### src/shared/core_mem_pkg.sv
/*
  package for the core memory cycle controller: timing constants, state
  encoding and the request/answer carriers.
  assumes a 20 MHz system clock.
*/
package core_mem_pkg;

  // ==================================================================
  // geometry
  localparam int unsigned WORD_W      = 12;
  localparam int unsigned BANK_ADDR_W = 12;
  localparam int unsigned ADDR_W      = 13;
  localparam int unsigned BANK_WORDS  = 4096;
  localparam int unsigned MAX_WORDS   = 8192;

  // ==================================================================
  // timing
  localparam int unsigned CLK_PERIOD_PS  = 50000;
  localparam int unsigned CYCLE_TIME_PS  = 1690000;
  localparam int unsigned ACCESS_TIME_PS = 530000;
  localparam int unsigned WDATA_TIME_PS  = 700000;
  // least time: round up
  localparam int unsigned CYCLE_CLKS  = (CYCLE_TIME_PS + CLK_PERIOD_PS - 1) / CLK_PERIOD_PS;
  // longest times: round down, at least one cycle
  localparam int unsigned ACCESS_CLKS = (ACCESS_TIME_PS / CLK_PERIOD_PS) > 0 ?
                                        (ACCESS_TIME_PS / CLK_PERIOD_PS) : 1;
  localparam int unsigned WDATA_CLKS  = (WDATA_TIME_PS / CLK_PERIOD_PS) > 0 ?
                                        (WDATA_TIME_PS / CLK_PERIOD_PS) : 1;
  localparam int unsigned CNT_W = 6;

  // ==================================================================
  // reset values
  localparam logic [WORD_W-1:0] WORD_RESET = 12'h000;
  localparam logic [ADDR_W-1:0] ADDR_RESET = 13'h0000;

  // ==================================================================
  // states
  typedef enum logic [3:0] {
    ST_IDLE  = 4'b0001,
    ST_FIRST = 4'b0010,
    ST_LAST  = 4'b0100,
    ST_DONE  = 4'b1000
  } state_t;

  // ==================================================================
  // carriers
  typedef struct packed {
    logic              valid;
    logic              write;
    logic [ADDR_W-1:0] addr;
    logic [WORD_W-1:0] wdata;
  } mem_req_t;

  typedef struct packed {
    logic              done;
    logic [WORD_W-1:0] rdata;
  } mem_rsp_t;

  typedef struct packed {
    logic                   start;
    logic                   write;
    logic                   bank_sel;
    logic [BANK_ADDR_W-1:0] addr;
    logic [WORD_W-1:0]      work;
    logic                   work_drive;
  } core_pins_t;

endpackage : core_mem_pkg

### src/verilog/sense_capture.sv
/*
  sense capture: synchronises the twelve sense amplifier outputs and sets
  bits of the working register image when a pulse is seen while the window is open.
  assumes sense pulses are at least three system clocks long.
*/
`timescale 1ns/10ps
module sense_capture #(
  parameter int unsigned WIDTH = 12
) (
  // clock and reset
  input  wire logic             clk_sys,
  input  wire logic             resetn,
  // control
  input  wire logic             window,
  // sense inputs
  input  wire logic [WIDTH-1:0] bit_plane_sense_lines,
  // captured
  output logic      [WIDTH-1:0] hit
);

  typedef struct packed {
    logic [WIDTH-1:0] s1;
    logic [WIDTH-1:0] s2;
  } sync_t;

  sync_t q_q;
  sync_t q_d;

  // ==================================================================
  // two flops per line, then the strobe window gates the second
  always_comb begin
    q_d    = q_q;
    q_d.s1 = bit_plane_sense_lines;
    q_d.s2 = q_q.s1;
  end

  always_ff @(posedge clk_sys or negedge resetn) begin
    if (!resetn) begin
      q_q <= '0;
    end else begin
      q_q <= q_d;
    end
  end

  for (genvar i = 0; i < WIDTH; i++) begin : g_bit
    assign hit[i] = window & q_q.s2[i];
  end

endmodule : sense_capture

### src/verilog/core_mem_ctrl.sv
/*
  core memory cycle controller: the processor-side timing logic that runs
  read/regenerate and clear/write cycles against a clockless core module.
  assumes the core module decodes the address lines itself and that its
  sense outputs are valid pulses within the access time.
*/
// Notes on behaviour
// - controller gives address, direction and start
// - next cycle only after 1.69 us
// - write data driven within 0.7 us
// - controller holds data word and timing
// - write cycle clears, then writes word
// - read cycle reads, then regenerates word
// - twelve address lines held whole cycle
`timescale 1ns/10ps
module core_mem_ctrl #(
  parameter int unsigned CYCLE_CLKS  = core_mem_pkg::CYCLE_CLKS,
  parameter int unsigned ACCESS_CLKS = core_mem_pkg::ACCESS_CLKS,
  parameter int unsigned WDATA_CLKS  = core_mem_pkg::WDATA_CLKS
) (
  // clock and reset
  input  wire logic                                clk_sys,
  input  wire logic                                resetn,
  // user request
  input  wire core_mem_pkg::mem_req_t              req,
  output logic                                     req_ready,
  output core_mem_pkg::mem_rsp_t                   rsp,
  // memory pins
  output core_mem_pkg::core_pins_t                 pins,
  input  wire logic [core_mem_pkg::WORD_W-1:0]     bit_plane_sense_lines
);

  typedef struct packed {
    core_mem_pkg::state_t                 st;
    logic [core_mem_pkg::CNT_W-1:0]       cnt;
    logic                                 write;
    logic [core_mem_pkg::ADDR_W-1:0]      addr;
    logic [core_mem_pkg::WORD_W-1:0]      work;
    logic [core_mem_pkg::WORD_W-1:0]      wdata;
    logic                                 start;
    logic                                 drive;
    logic                                 done;
  } ctrl_t;

  localparam logic [core_mem_pkg::CNT_W-1:0] CNT_CYCLE  = core_mem_pkg::CNT_W'(CYCLE_CLKS - 1);
  localparam logic [core_mem_pkg::CNT_W-1:0] CNT_ACCESS = core_mem_pkg::CNT_W'(ACCESS_CLKS - 1);
  localparam logic [core_mem_pkg::CNT_W-1:0] CNT_WDATA  = core_mem_pkg::CNT_W'(WDATA_CLKS - 1);

  ctrl_t                            q_q;
  ctrl_t                            q_d;
  logic                             window;
  logic [core_mem_pkg::WORD_W-1:0]  hit;

  // ==================================================================
  // sense capture
  // sense is only looked at in the read half; clear-half pulses are dropped
  assign window = (q_q.st == core_mem_pkg::ST_FIRST) & ~q_q.write;

  sense_capture #(
    .WIDTH (core_mem_pkg::WORD_W)
  ) u_sense (
    .clk_sys               (clk_sys),
    .resetn                (resetn),
    .window                (window),
    .bit_plane_sense_lines (bit_plane_sense_lines),
    .hit                   (hit)
  );

  // ==================================================================
  // cycle sequencer
  always_comb begin
    q_d       = q_q;
    q_d.start = 1'b0;
    q_d.done  = 1'b0;
    q_d.cnt   = q_q.cnt + 1'b1;
    case (q_q.st)
      core_mem_pkg::ST_IDLE: begin
        q_d.cnt = '0;
        if (req.valid) begin
          q_d.st    = core_mem_pkg::ST_FIRST;
          q_d.start = 1'b1;
          q_d.write = req.write;
          q_d.addr  = req.addr;
          q_d.wdata = req.wdata;
          q_d.drive = 1'b0;
          // clear phase of write and read phase both start from a clear word
          q_d.work  = core_mem_pkg::WORD_RESET;
        end
      end
      core_mem_pkg::ST_FIRST: begin
        if (!q_q.write) begin
          q_d.work = q_q.work | hit;
        end
        // load: the cleared word stands until the last cycle of the clear half
        if (q_q.write && q_q.cnt == CNT_WDATA - 1'b1) begin
          q_d.work  = q_q.wdata;
          q_d.drive = 1'b1;
        end
        if (q_q.cnt == CNT_ACCESS) begin
          q_d.st    = core_mem_pkg::ST_LAST;
          q_d.drive = q_q.write ? q_q.drive : 1'b1;
        end
        if (q_q.write && q_q.cnt >= CNT_ACCESS) begin
          q_d.st = core_mem_pkg::ST_FIRST;
          if (q_q.cnt == CNT_WDATA) begin
            q_d.st = core_mem_pkg::ST_LAST;
          end
        end
      end
      core_mem_pkg::ST_LAST: begin
        // write or regenerate half runs out the rest of the cycle time
        if (q_q.cnt == CNT_CYCLE - 1'b1) begin
          q_d.st = core_mem_pkg::ST_DONE;
        end
      end
      core_mem_pkg::ST_DONE: begin
        q_d.st    = core_mem_pkg::ST_IDLE;
        q_d.done  = 1'b1;
        q_d.drive = 1'b0;
        q_d.cnt   = '0;
      end
      default: begin
        q_d = '0;
        q_d.st = core_mem_pkg::ST_IDLE;
      end
    endcase
  end

  always_ff @(posedge clk_sys or negedge resetn) begin
    if (!resetn) begin
      q_q       <= '0;
      q_q.st    <= core_mem_pkg::ST_IDLE;
      q_q.addr  <= core_mem_pkg::ADDR_RESET;
      q_q.work  <= core_mem_pkg::WORD_RESET;
      q_q.wdata <= core_mem_pkg::WORD_RESET;
    end else begin
      q_q <= q_d;
    end
  end

  // ==================================================================
  // outputs
  // the core module decodes row and column itself; we only hold the lines
  assign pins.start      = q_q.start;
  assign pins.write      = q_q.write;
  assign pins.bank_sel   = q_q.addr[core_mem_pkg::ADDR_W-1];
  assign pins.addr       = q_q.addr[core_mem_pkg::BANK_ADDR_W-1:0];
  // low data bit drives inhibit on; core stores exactly the word
  assign pins.work       = q_q.work;
  assign pins.work_drive = q_q.drive;
  // ready is combinational so a waiting request goes in the first idle cycle
  assign req_ready       = (q_q.st == core_mem_pkg::ST_IDLE);
  assign rsp.done        = q_q.done;
  assign rsp.rdata       = q_q.work;

  // ==================================================================
  // checks
  // cycles since the last start, saturating so that it never wraps
  // starts saturated: reset aborts any cycle, so the first start owes no gap
  logic [core_mem_pkg::CNT_W:0] since_q;
  always_ff @(posedge clk_sys or negedge resetn) begin
    if (!resetn) begin
      since_q <= '1;
    end else if (q_q.start) begin
      since_q <= '0;
    end else if (since_q != '1) begin
      since_q <= since_q + 1'b1;
    end
  end

  a_start_spacing: assert property (@(posedge clk_sys) disable iff (!resetn)
    q_q.start |-> ##1 (!q_q.start [*8]))
    else $error("start too soon");
  a_cycle_length: assert property (@(posedge clk_sys) disable iff (!resetn)
    q_d.start |-> (since_q >= CNT_CYCLE))
    else $error("cycle shorter than cycle time");
  a_addr_stable: assert property (@(posedge clk_sys) disable iff (!resetn)
    (q_q.st != core_mem_pkg::ST_IDLE && !q_q.start) |-> $stable(pins.addr))
    else $error("address changed in cycle");
  a_dir_stable: assert property (@(posedge clk_sys) disable iff (!resetn)
    (q_q.st != core_mem_pkg::ST_IDLE && !q_q.start) |-> $stable(pins.write))
    else $error("direction changed in cycle");
  a_wdata_time: assert property (@(posedge clk_sys) disable iff (!resetn)
    (q_q.start && q_q.write) |-> ##[1:14] (pins.work_drive && pins.work == q_q.wdata))
    else $error("write data late");
  a_read_regen: assert property (@(posedge clk_sys) disable iff (!resetn)
    (q_q.start && !q_q.write) |-> ##[1:11] pins.work_drive)
    else $error("no regenerate drive");
  a_done_pulse: assert property (@(posedge clk_sys) disable iff (!resetn)
    rsp.done |=> !rsp.done)
    else $error("done longer than one cycle");
  a_clear_start: assert property (@(posedge clk_sys) disable iff (!resetn)
    q_q.start |-> (!pins.work_drive && pins.work == core_mem_pkg::WORD_RESET))
    else $error("word not cleared at start");

  // clear half of a load: nothing is driven into the core for eight cycles
  a_clear_hold: assert property (@(posedge clk_sys) disable iff (!resetn)
    (q_q.start && q_q.write) |-> ##1 (!pins.work_drive [*8]))
    else $error("write data before clear");
  // sensing must be over within the access time, before regeneration
  a_sense_end: assert property (@(posedge clk_sys) disable iff (!resetn)
    (q_q.start && !q_q.write) |-> ##[1:10] (q_q.st == core_mem_pkg::ST_LAST))
    else $error("sense window too long");
  // the core is only fed from the working register inside a cycle
  a_idle_quiet: assert property (@(posedge clk_sys) disable iff (!resetn)
    (q_q.st == core_mem_pkg::ST_IDLE) |-> (!pins.work_drive && !pins.start))
    else $error("core driven while idle");

  c_read:  cover property (@(posedge clk_sys) q_q.start && !q_q.write);
  c_write: cover property (@(posedge clk_sys) q_q.start && q_q.write);
  c_bank1: cover property (@(posedge clk_sys) q_q.start && pins.bank_sel);
  c_b2b:   cover property (@(posedge clk_sys) rsp.done && req.valid);
  c_regen: cover property (@(posedge clk_sys) q_q.st == core_mem_pkg::ST_DONE && !q_q.write);

endmodule : core_mem_ctrl

### config.mk
export PLATFORM = sky130hd
export DESIGN_NAME = core_mem_ctrl
export DESIGN_NICKNAME = d
export VERILOG_FILES = /design/src/shared/core_mem_pkg.sv /design/src/verilog/sense_capture.sv /design/src/verilog/core_mem_ctrl.sv
export SDC_FILE = /design/constraint.sdc
export NUM_CORES = 1
export LEC_CHECK = 0
export ABC_AREA = 1
export BUFFER_PORTS_ARGS = -buffer_cell sky130_fd_sc_hd__buf_4
export CELL_PAD_IN_SITES_DETAIL_PLACEMENT = 1
export CELL_PAD_IN_SITES_GLOBAL_PLACEMENT = 2
export CORE_ASPECT_RATIO = 1.75
export CORE_MARGIN = 3
export CORE_UTILIZATION = 32
export CTS_CLUSTER_DIAMETER = 40
export DETAILED_ROUTE_END_ITERATION = 10
export PLACE_DENSITY_LB_ADDON = 0.1
export SLEW_MARGIN = 20
export SYNTH_ARGS = -nofsm -noshare
export SYNTH_HDL_FRONTEND = slang
export SYNTH_HIERARCHICAL = 1
export SYNTH_SLANG_ARGS = --single-unit
### constraint.sdc
create_clock -name clk_sys -period 2.3 [get_ports clk_sys]
set_clock_uncertainty 0.15 [all_clocks]
set_input_delay 0.345 -clock clk_sys [delete_from_list [all_inputs] [get_ports clk_sys]]
set_output_delay 0.345 -clock clk_sys [all_outputs]
set_load 0.05 [all_outputs]
==> flow_metrics.env, run 1 <==
export IMPL_gr_total_overflow=0
export IMPL_r2r_start="q_q[41]"
export IMPL_crit_path_cell_trace="inv_1 -> nor2_1 -> nand2_1 -> inv_1 -> buf_4"
export IMPL_cpPeakStageDelay_ns=0.53
export IMPL_setup_worst_path_end="req_ready"
export IMPL_ys_async_sr_fraction_pct=100
export IMPL_path_max_fanout=3
export IMPL_fin_crit_ns=2.03
export IMPL_synth_top_cell_by_area="dfrtp_1"
export IMPL_die_h_um=145
export IMPL_routedWlPerCell_um=15.3
export IMPL_clk_insertion_delay_late_ns=0.33
export IMPL_slew_headroom_pct=65.7
export IMPL_cts_buffer_depth=2
export IMPL_die_area_um2=12400
export IMPL_yosys_warnings=6
export IMPL_gp_congestion=0.769
export IMPL_timing_fmax_mhz=492
export IMPL_path_buf_inv=3
export IMPL_antennaDiodeCount=0
export IMPL_io_pins=83
export IMPL_maxSlewViolCount=0
export IMPL_cap_violations=0
export IMPL_hold_viol_final=0
export IMPL_root_buffer="clkbuf_16"
export IMPL_crit_top_cell="inv_1"
export IMPL_ys_flop_type="dfrtp_1"
export IMPL_synth_avg_cell_area_um2=9.27
export IMPL_cp_required_ns=1.80
export IMPL_cts_sinks=75
export IMPL_cts_setup_buffers=0
export IMPL_r2r_setup_slack_ns=0.37
export IMPL_synth_area_top_cells="dfrtp_1, buf_4, nand2_1"
export IMPL_grt_first_pass_wirelength_um=14700
export IMPL_path_depth=5
export IMPL_cts_made_buffers=9
export IMPL_tightest_slew_ns=0.514
export IMPL_cp_start_kind="register"
export IMPL_rsz0062_at_grt="false"
export IMPL_min_path_type="in2reg"
export IMPL_drt_pass1_iterations=6
export IMPL_status="complete, no violations"
export IMPL_yosysMostFrequentCell="nand2_1"
export IMPL_synth_common_cells="nand2_1, dfrtp_1, buf_4, inv_1, o21ai_0"
export IMPL_synthCells=381
export IMPL_area_delta_synth_final_pct=23.5
export IMPL_cts_tree="yes"
export IMPL_grt_pass1_vias=2901
export IMPL_crit_type="reg2out"
export IMPL_r2r_end="pins[1]"
export IMPL_fin_tns_setup_ns=0
export IMPL_start_util_pct=32.8
export IMPL_num_rows=50
export IMPL_utilization_pct=40.5
export IMPL_die_w_um=85.4
export IMPL_syn_area_um2=3530
export IMPL_critPathLaunch="q_q[47]"
export IMPL_peakVddDrop_mv=0.430
export IMPL_slowest_stage="dfstp_2"
export IMPL_vias=2628
export IMPL_synth_seq_area_share_pct=53.2
export IMPL_hpwl_um=6290
export IMPL_fin_nets=482
export IMPL_synth_top_area_share_pct=52.4
export IMPL_gr_usage_all_layers_pct=15.4
export IMPL_leakage_nw=2.31
export IMPL_finalSetupViolCount=0
export IMPL_core_area_um2=10800
export IMPL_end_kind="output pin"
export IMPL_worstRegToRegCells=9
export IMPL_antenna_left=0
export IMPL_antenna_found_initial=0
export IMPL_power_density_nw_per_um2=1180
export IMPL_fin_crit_sh_pct=88.4
export IMPL_layout_drive_gt1_share_pct=29.8
export IMPL_drtIter0Drc=72
export IMPL_synth_edf_count=0
export IMPL_yosysUniqueCellTypes=26
export IMPL_clkTransAtPathRegs_ns=0.06
export IMPL_min_from="req[24]"
export IMPL_wirelength_um=8780
export IMPL_crit_arrival_ns=1.54
export IMPL_crit_family="flip-flops"
export IMPL_syn_nets=425
export IMPL_grt_max_degree=40
export IMPL_drc=0
export IMPL_cts_htree_levels=3
export IMPL_yosys_register_bits=75
export IMPL_io_buffers=82
export IMPL_via_per_inst=4.59
state kept, by name (all words and copies together) (netlist names):
name and count:
pins 28, q_q 22, rsp 1, u_sense/q_d 12
u_sense/q_q 12
kinds of logic (layout without fill, tap and decap cells):
family / after synthesis / in the layout / share of synthesized area [%]
compound gates: 73 / 73 / 11.9
buf+inv: 100 / 162 / 16.8
flops: 75 / 75 / 53.2
fa+ha+maj: 3 / 3 / 1.06
simple gates: 130 / 130 / 17.0
placed cells by master, fill, tap and decap left out, drive strengths merged:
cell type and n:
a21oi 3, a31oi 1, buf 88, clkbuf 11, clkinv 2, clkinvlp 1, dfrtp 74, dfstp 1
dlygate4sd3 13, ha 3, inv 47, nand2 82, nand3 24, nand4 3, nor2 18, nor3 2
nor3b 1, o21ai 69
where the power goes:
| part | switching, mW | leakage, nW | total, mW | internal (mW) |
|---|---|---|---|---|
| Clock | 0.562 | 0.142 | 1.35 | 0.793 |
| Combinational | 1.45 | 1.19 | 2.01 | 0.561 |
| Sequential | 0.160 | 0.971 | 1.76 | 1.60 |
| Total | 2.17 | 2.31 | 5.12 | 2.95 |
through the flow:
stage | area, um^2 | hold WS (ns) | worst slack, ns | cells | power [mW]
after CTS | 4360 | 0.0429 | 0.220 | 573 | 5.23
after global placement | 3940 | 0.185 | 0.423 | 544 | 3.80
after floorplan | 3530 | -0.101 | 0.675 | 381 | 3.43
after detailed placement | 3940 | 0.186 | 0.369 | 544 | 3.83
after global routing | 4360 | 0.0550 | 0.134 | 573 | 5.49
final | 4360 | 0.0575 | 0.267 | 573 | 5.12
routing by layer:
layer	global-route usage, %	vias up	wire, um
met4	6.50	0	204
met1	17.2	1277	3340
met5	0	-	0
met3	3.13	14	338
li1	-	1284	-
met2	27.6	53	4900
worst reg2reg max path: stages (launching register included):
cell and delay [ns]:
dfrtp_1 0.42, inv_1 0.09, ha_1 0.16, inv_1 0.08, nor2_4 0.14, nand3_4 0.29, o21ai_0 0.23, o21ai_1 0.10
nand3_1 0.09, nand2_1 0.05
layout make-up:
class                           instances  area (um^2)
Clock buffer                           11          253
Clock inverter                          5         35.0
Fill cell                            1265         6400
Inverter                               45          169
Multi-Input combinational cell        206         1060
Sequential cell                        75         1880
Tap cell                              130          163
Timing Repair Buffer                  101          803
worst min path at each step:
stage,end,slack (ns),depth (start not counted)
floorplan,pins[0],-0.10,0
global placement,u_sense/q_q[7],0.19,0
detailed placement,u_sense/q_q[7],0.19,0
CTS,pins[25],0.04,3
global route,pins[19],0.06,3
finish,pins[25],0.06,3
what timing repair did:
item,in CTS,in global routing
hold endpoints to repair,47,0
resized for setup,0,0
hold buffers,13,0
endpoints found under the setup margin,0,0
No activity file was read; power rests on OpenSTA's default activity.
==> inputs of run 2 (changes only) <==
Settings changed: CELL_PAD_IN_SITES_DETAIL_PLACEMENT 1 to unset, CELL_PAD_IN_SITES_GLOBAL_PLACEMENT 2 to unset, CORE_UTILIZATION 32 to 54, PLACE_DENSITY set to 0.8, PLACE_DENSITY_LB_ADDON 0.1 to unset.
==> flow_metrics.env, run 2 (same netlist as run 1, synthesis figures left out) <==
export IMPL_status="complete, no violations"
export IMPL_start_util_pct=56.3
export IMPL_cts_htree_levels=3
export IMPL_min_from="req[19]"
export IMPL_cap_violations=0
export IMPL_min_path_type="in2reg"
export IMPL_io_pins=83
export IMPL_largest_reg_flops=28
export IMPL_cp_required_ns=1.80
export IMPL_met2_usage_pct=35.2
export IMPL_grt_most_used_layer="met2"
export IMPL_crit_type="reg2out"
export IMPL_die_h_um=113
export IMPL_r2r_start="q_q[41]"
export IMPL_grt_pass1_vias=2598
export IMPL_area_delta_synth_final_pct=17.3
export IMPL_cts_made_buffers=9
export IMPL_final_common_cell="buf_4"
export IMPL_use_met3_pct=4.17
export IMPL_maxSlewViolCount=0
export IMPL_peakVddDrop_mv=0.598
export IMPL_die_area_um2=7580
export IMPL_routedWlPerCell_um=13.6
export IMPL_cts_setup_buffers=0
export IMPL_fin_tns_setup_ns=0
export IMPL_cp_start_kind="register"
export IMPL_finish_instance_area_um2=4140
export IMPL_timing_fmax_mhz=499
export IMPL_r2r_setup_slack_ns=0.36
export IMPL_layout_drive_gt1_share_pct=28.9
export IMPL_drt_pass1_iterations=4
export IMPL_via_per_inst=5.02
export IMPL_fin_crit_ns=2.00
export IMPL_end_kind="output pin"
export IMPL_antennaDiodeCount=0
export IMPL_fin_crit_sh_pct=87.0
export IMPL_clk_insertion_delay_late_ns=0.34
export IMPL_grt_max_degree=39
export IMPL_power_density_nw_per_um2=1090
export IMPL_grt_met1_usage_pct=21.3
export IMPL_tightest_slew_ns=0.524
export IMPL_slew_headroom_pct=65.0
export IMPL_drtIter0Drc=213
export IMPL_hpwl_um=5140
export IMPL_vias=2605
export IMPL_whs_endpoint="pins[20]"
export IMPL_gr_usage_all_layers_pct=19.9
export IMPL_r2r_end="pins[4]"
export IMPL_root_buffer="clkbuf_8"
export IMPL_postPlaceCellArea_um2=3860
export IMPL_path_max_fanout=3
export IMPL_final_cell_mix="buf_4, nand2_1, dfrtp_1, inv_1, o21ai_0"
export IMPL_wirelength_um=7060
export IMPL_cts_buffer_depth=2
export IMPL_final_fill_count=535
export IMPL_finalSetupViolCount=0
export IMPL_leakage_nw=2.24
export IMPL_crit_arrival_ns=1.51
export IMPL_core_area_um2=6280
export IMPL_gp_congestion=0.903
export IMPL_grt_first_pass_wirelength_um=11400
export IMPL_num_rows=38
export IMPL_worstRegToRegCells=9
export IMPL_io_buffers=82
export IMPL_fin_nets=480
export IMPL_cts_tree="yes"
export IMPL_die_w_um=67.1
export IMPL_gr_total_overflow=0
export IMPL_drc=0
export IMPL_hold_viol_final=0
export IMPL_rsz0062_at_grt="false"
export IMPL_antenna_left=0
export IMPL_clkTransAtPathRegs_ns=0.07
export IMPL_antenna_found_initial=0
export IMPL_cts_sinks=75
export IMPL_whs_path_depth=3
[run 2: cell types whose count changed in the layout (fill, tap and decap cells not counted), sizes merged]
cell / change
clkinvlp: -1
buf: -2
clkbuf: -1
clkinv: +2
inv: -2
[run 2: cell type report]
cell class / instances / area (um^2) / area share, %
Sequential cell: 75 / 1880 / 45.3
Multi-Input combinational cell: 206 / 1060 / 25.6
Clock inverter: 4 / 20.0 / 0.483
Timing Repair Buffer: 99 / 788 / 19.0
Tap cell: 80 / 100 / 2.42
Clock buffer: 10 / 128 / 3.08
Inverter: 45 / 169 / 4.08
[run 2: report_power, final]
part           switching (mW)  internal (mW)
Sequential              0.158           1.60
Clock                   0.428          0.372
Combinational            1.40          0.543
[run 2: how the worst max path moves through the flow]
stage,start,end,slack (ns),cells past startpoint
3_3_place_gp,q_q[41],pins[12],0.51,8
6_report,q_q[47],req_ready,0.30,5
2_1_floorplan,q_q[47],req_ready,0.68,4
5_1_grt,q_q[47],req_ready,0.17,5
4_1_cts,q_q[47],req_ready,0.29,5
3_5_place_dp,q_q[41],pins[4],0.40,9
[run 2: repair_timing]
action | in CTS | in global routing
resized for setup | 0 | 0
hold endpoints to repair | 48 | 0
hold buffers | 13 | 0
[run 2: metal layers]
metal	share of wire, %	vias up	routed length, um
li1	-	1275	-
met1	38	1244	2690
met2	54	68	3830
met3	4.0	18	283
met4	3.6	0	255
met5	0	-	0
[run 2: critical path, stage by stage (launching register included)]
cell and delay [ns]:
dfstp_2 0.53, inv_1 0.06, nor2_1 0.12, nand2_1 0.14
inv_1 0.12, buf_4 0.20
[run 2: through the flow]
| stage | util, % | total power, mW | worst slack [ns] | std cells | hold WS (ns) |
|---|---|---|---|---|---|
| global route | 66.0 | 4.79 | 0.169 | 519 | 0.0563 |
| detailed placement | 61.6 | 3.72 | 0.403 | 492 | 0.186 |
| global placement | 61.6 | 3.67 | 0.509 | 492 | 0.176 |
| CTS | 66.0 | 4.54 | 0.287 | 519 | 0.0419 |
| finish | 66.0 | 4.50 | 0.298 | 519 | 0.0504 |
| floorplan | - | 3.43 | 0.675 | 381 | -0.101 |
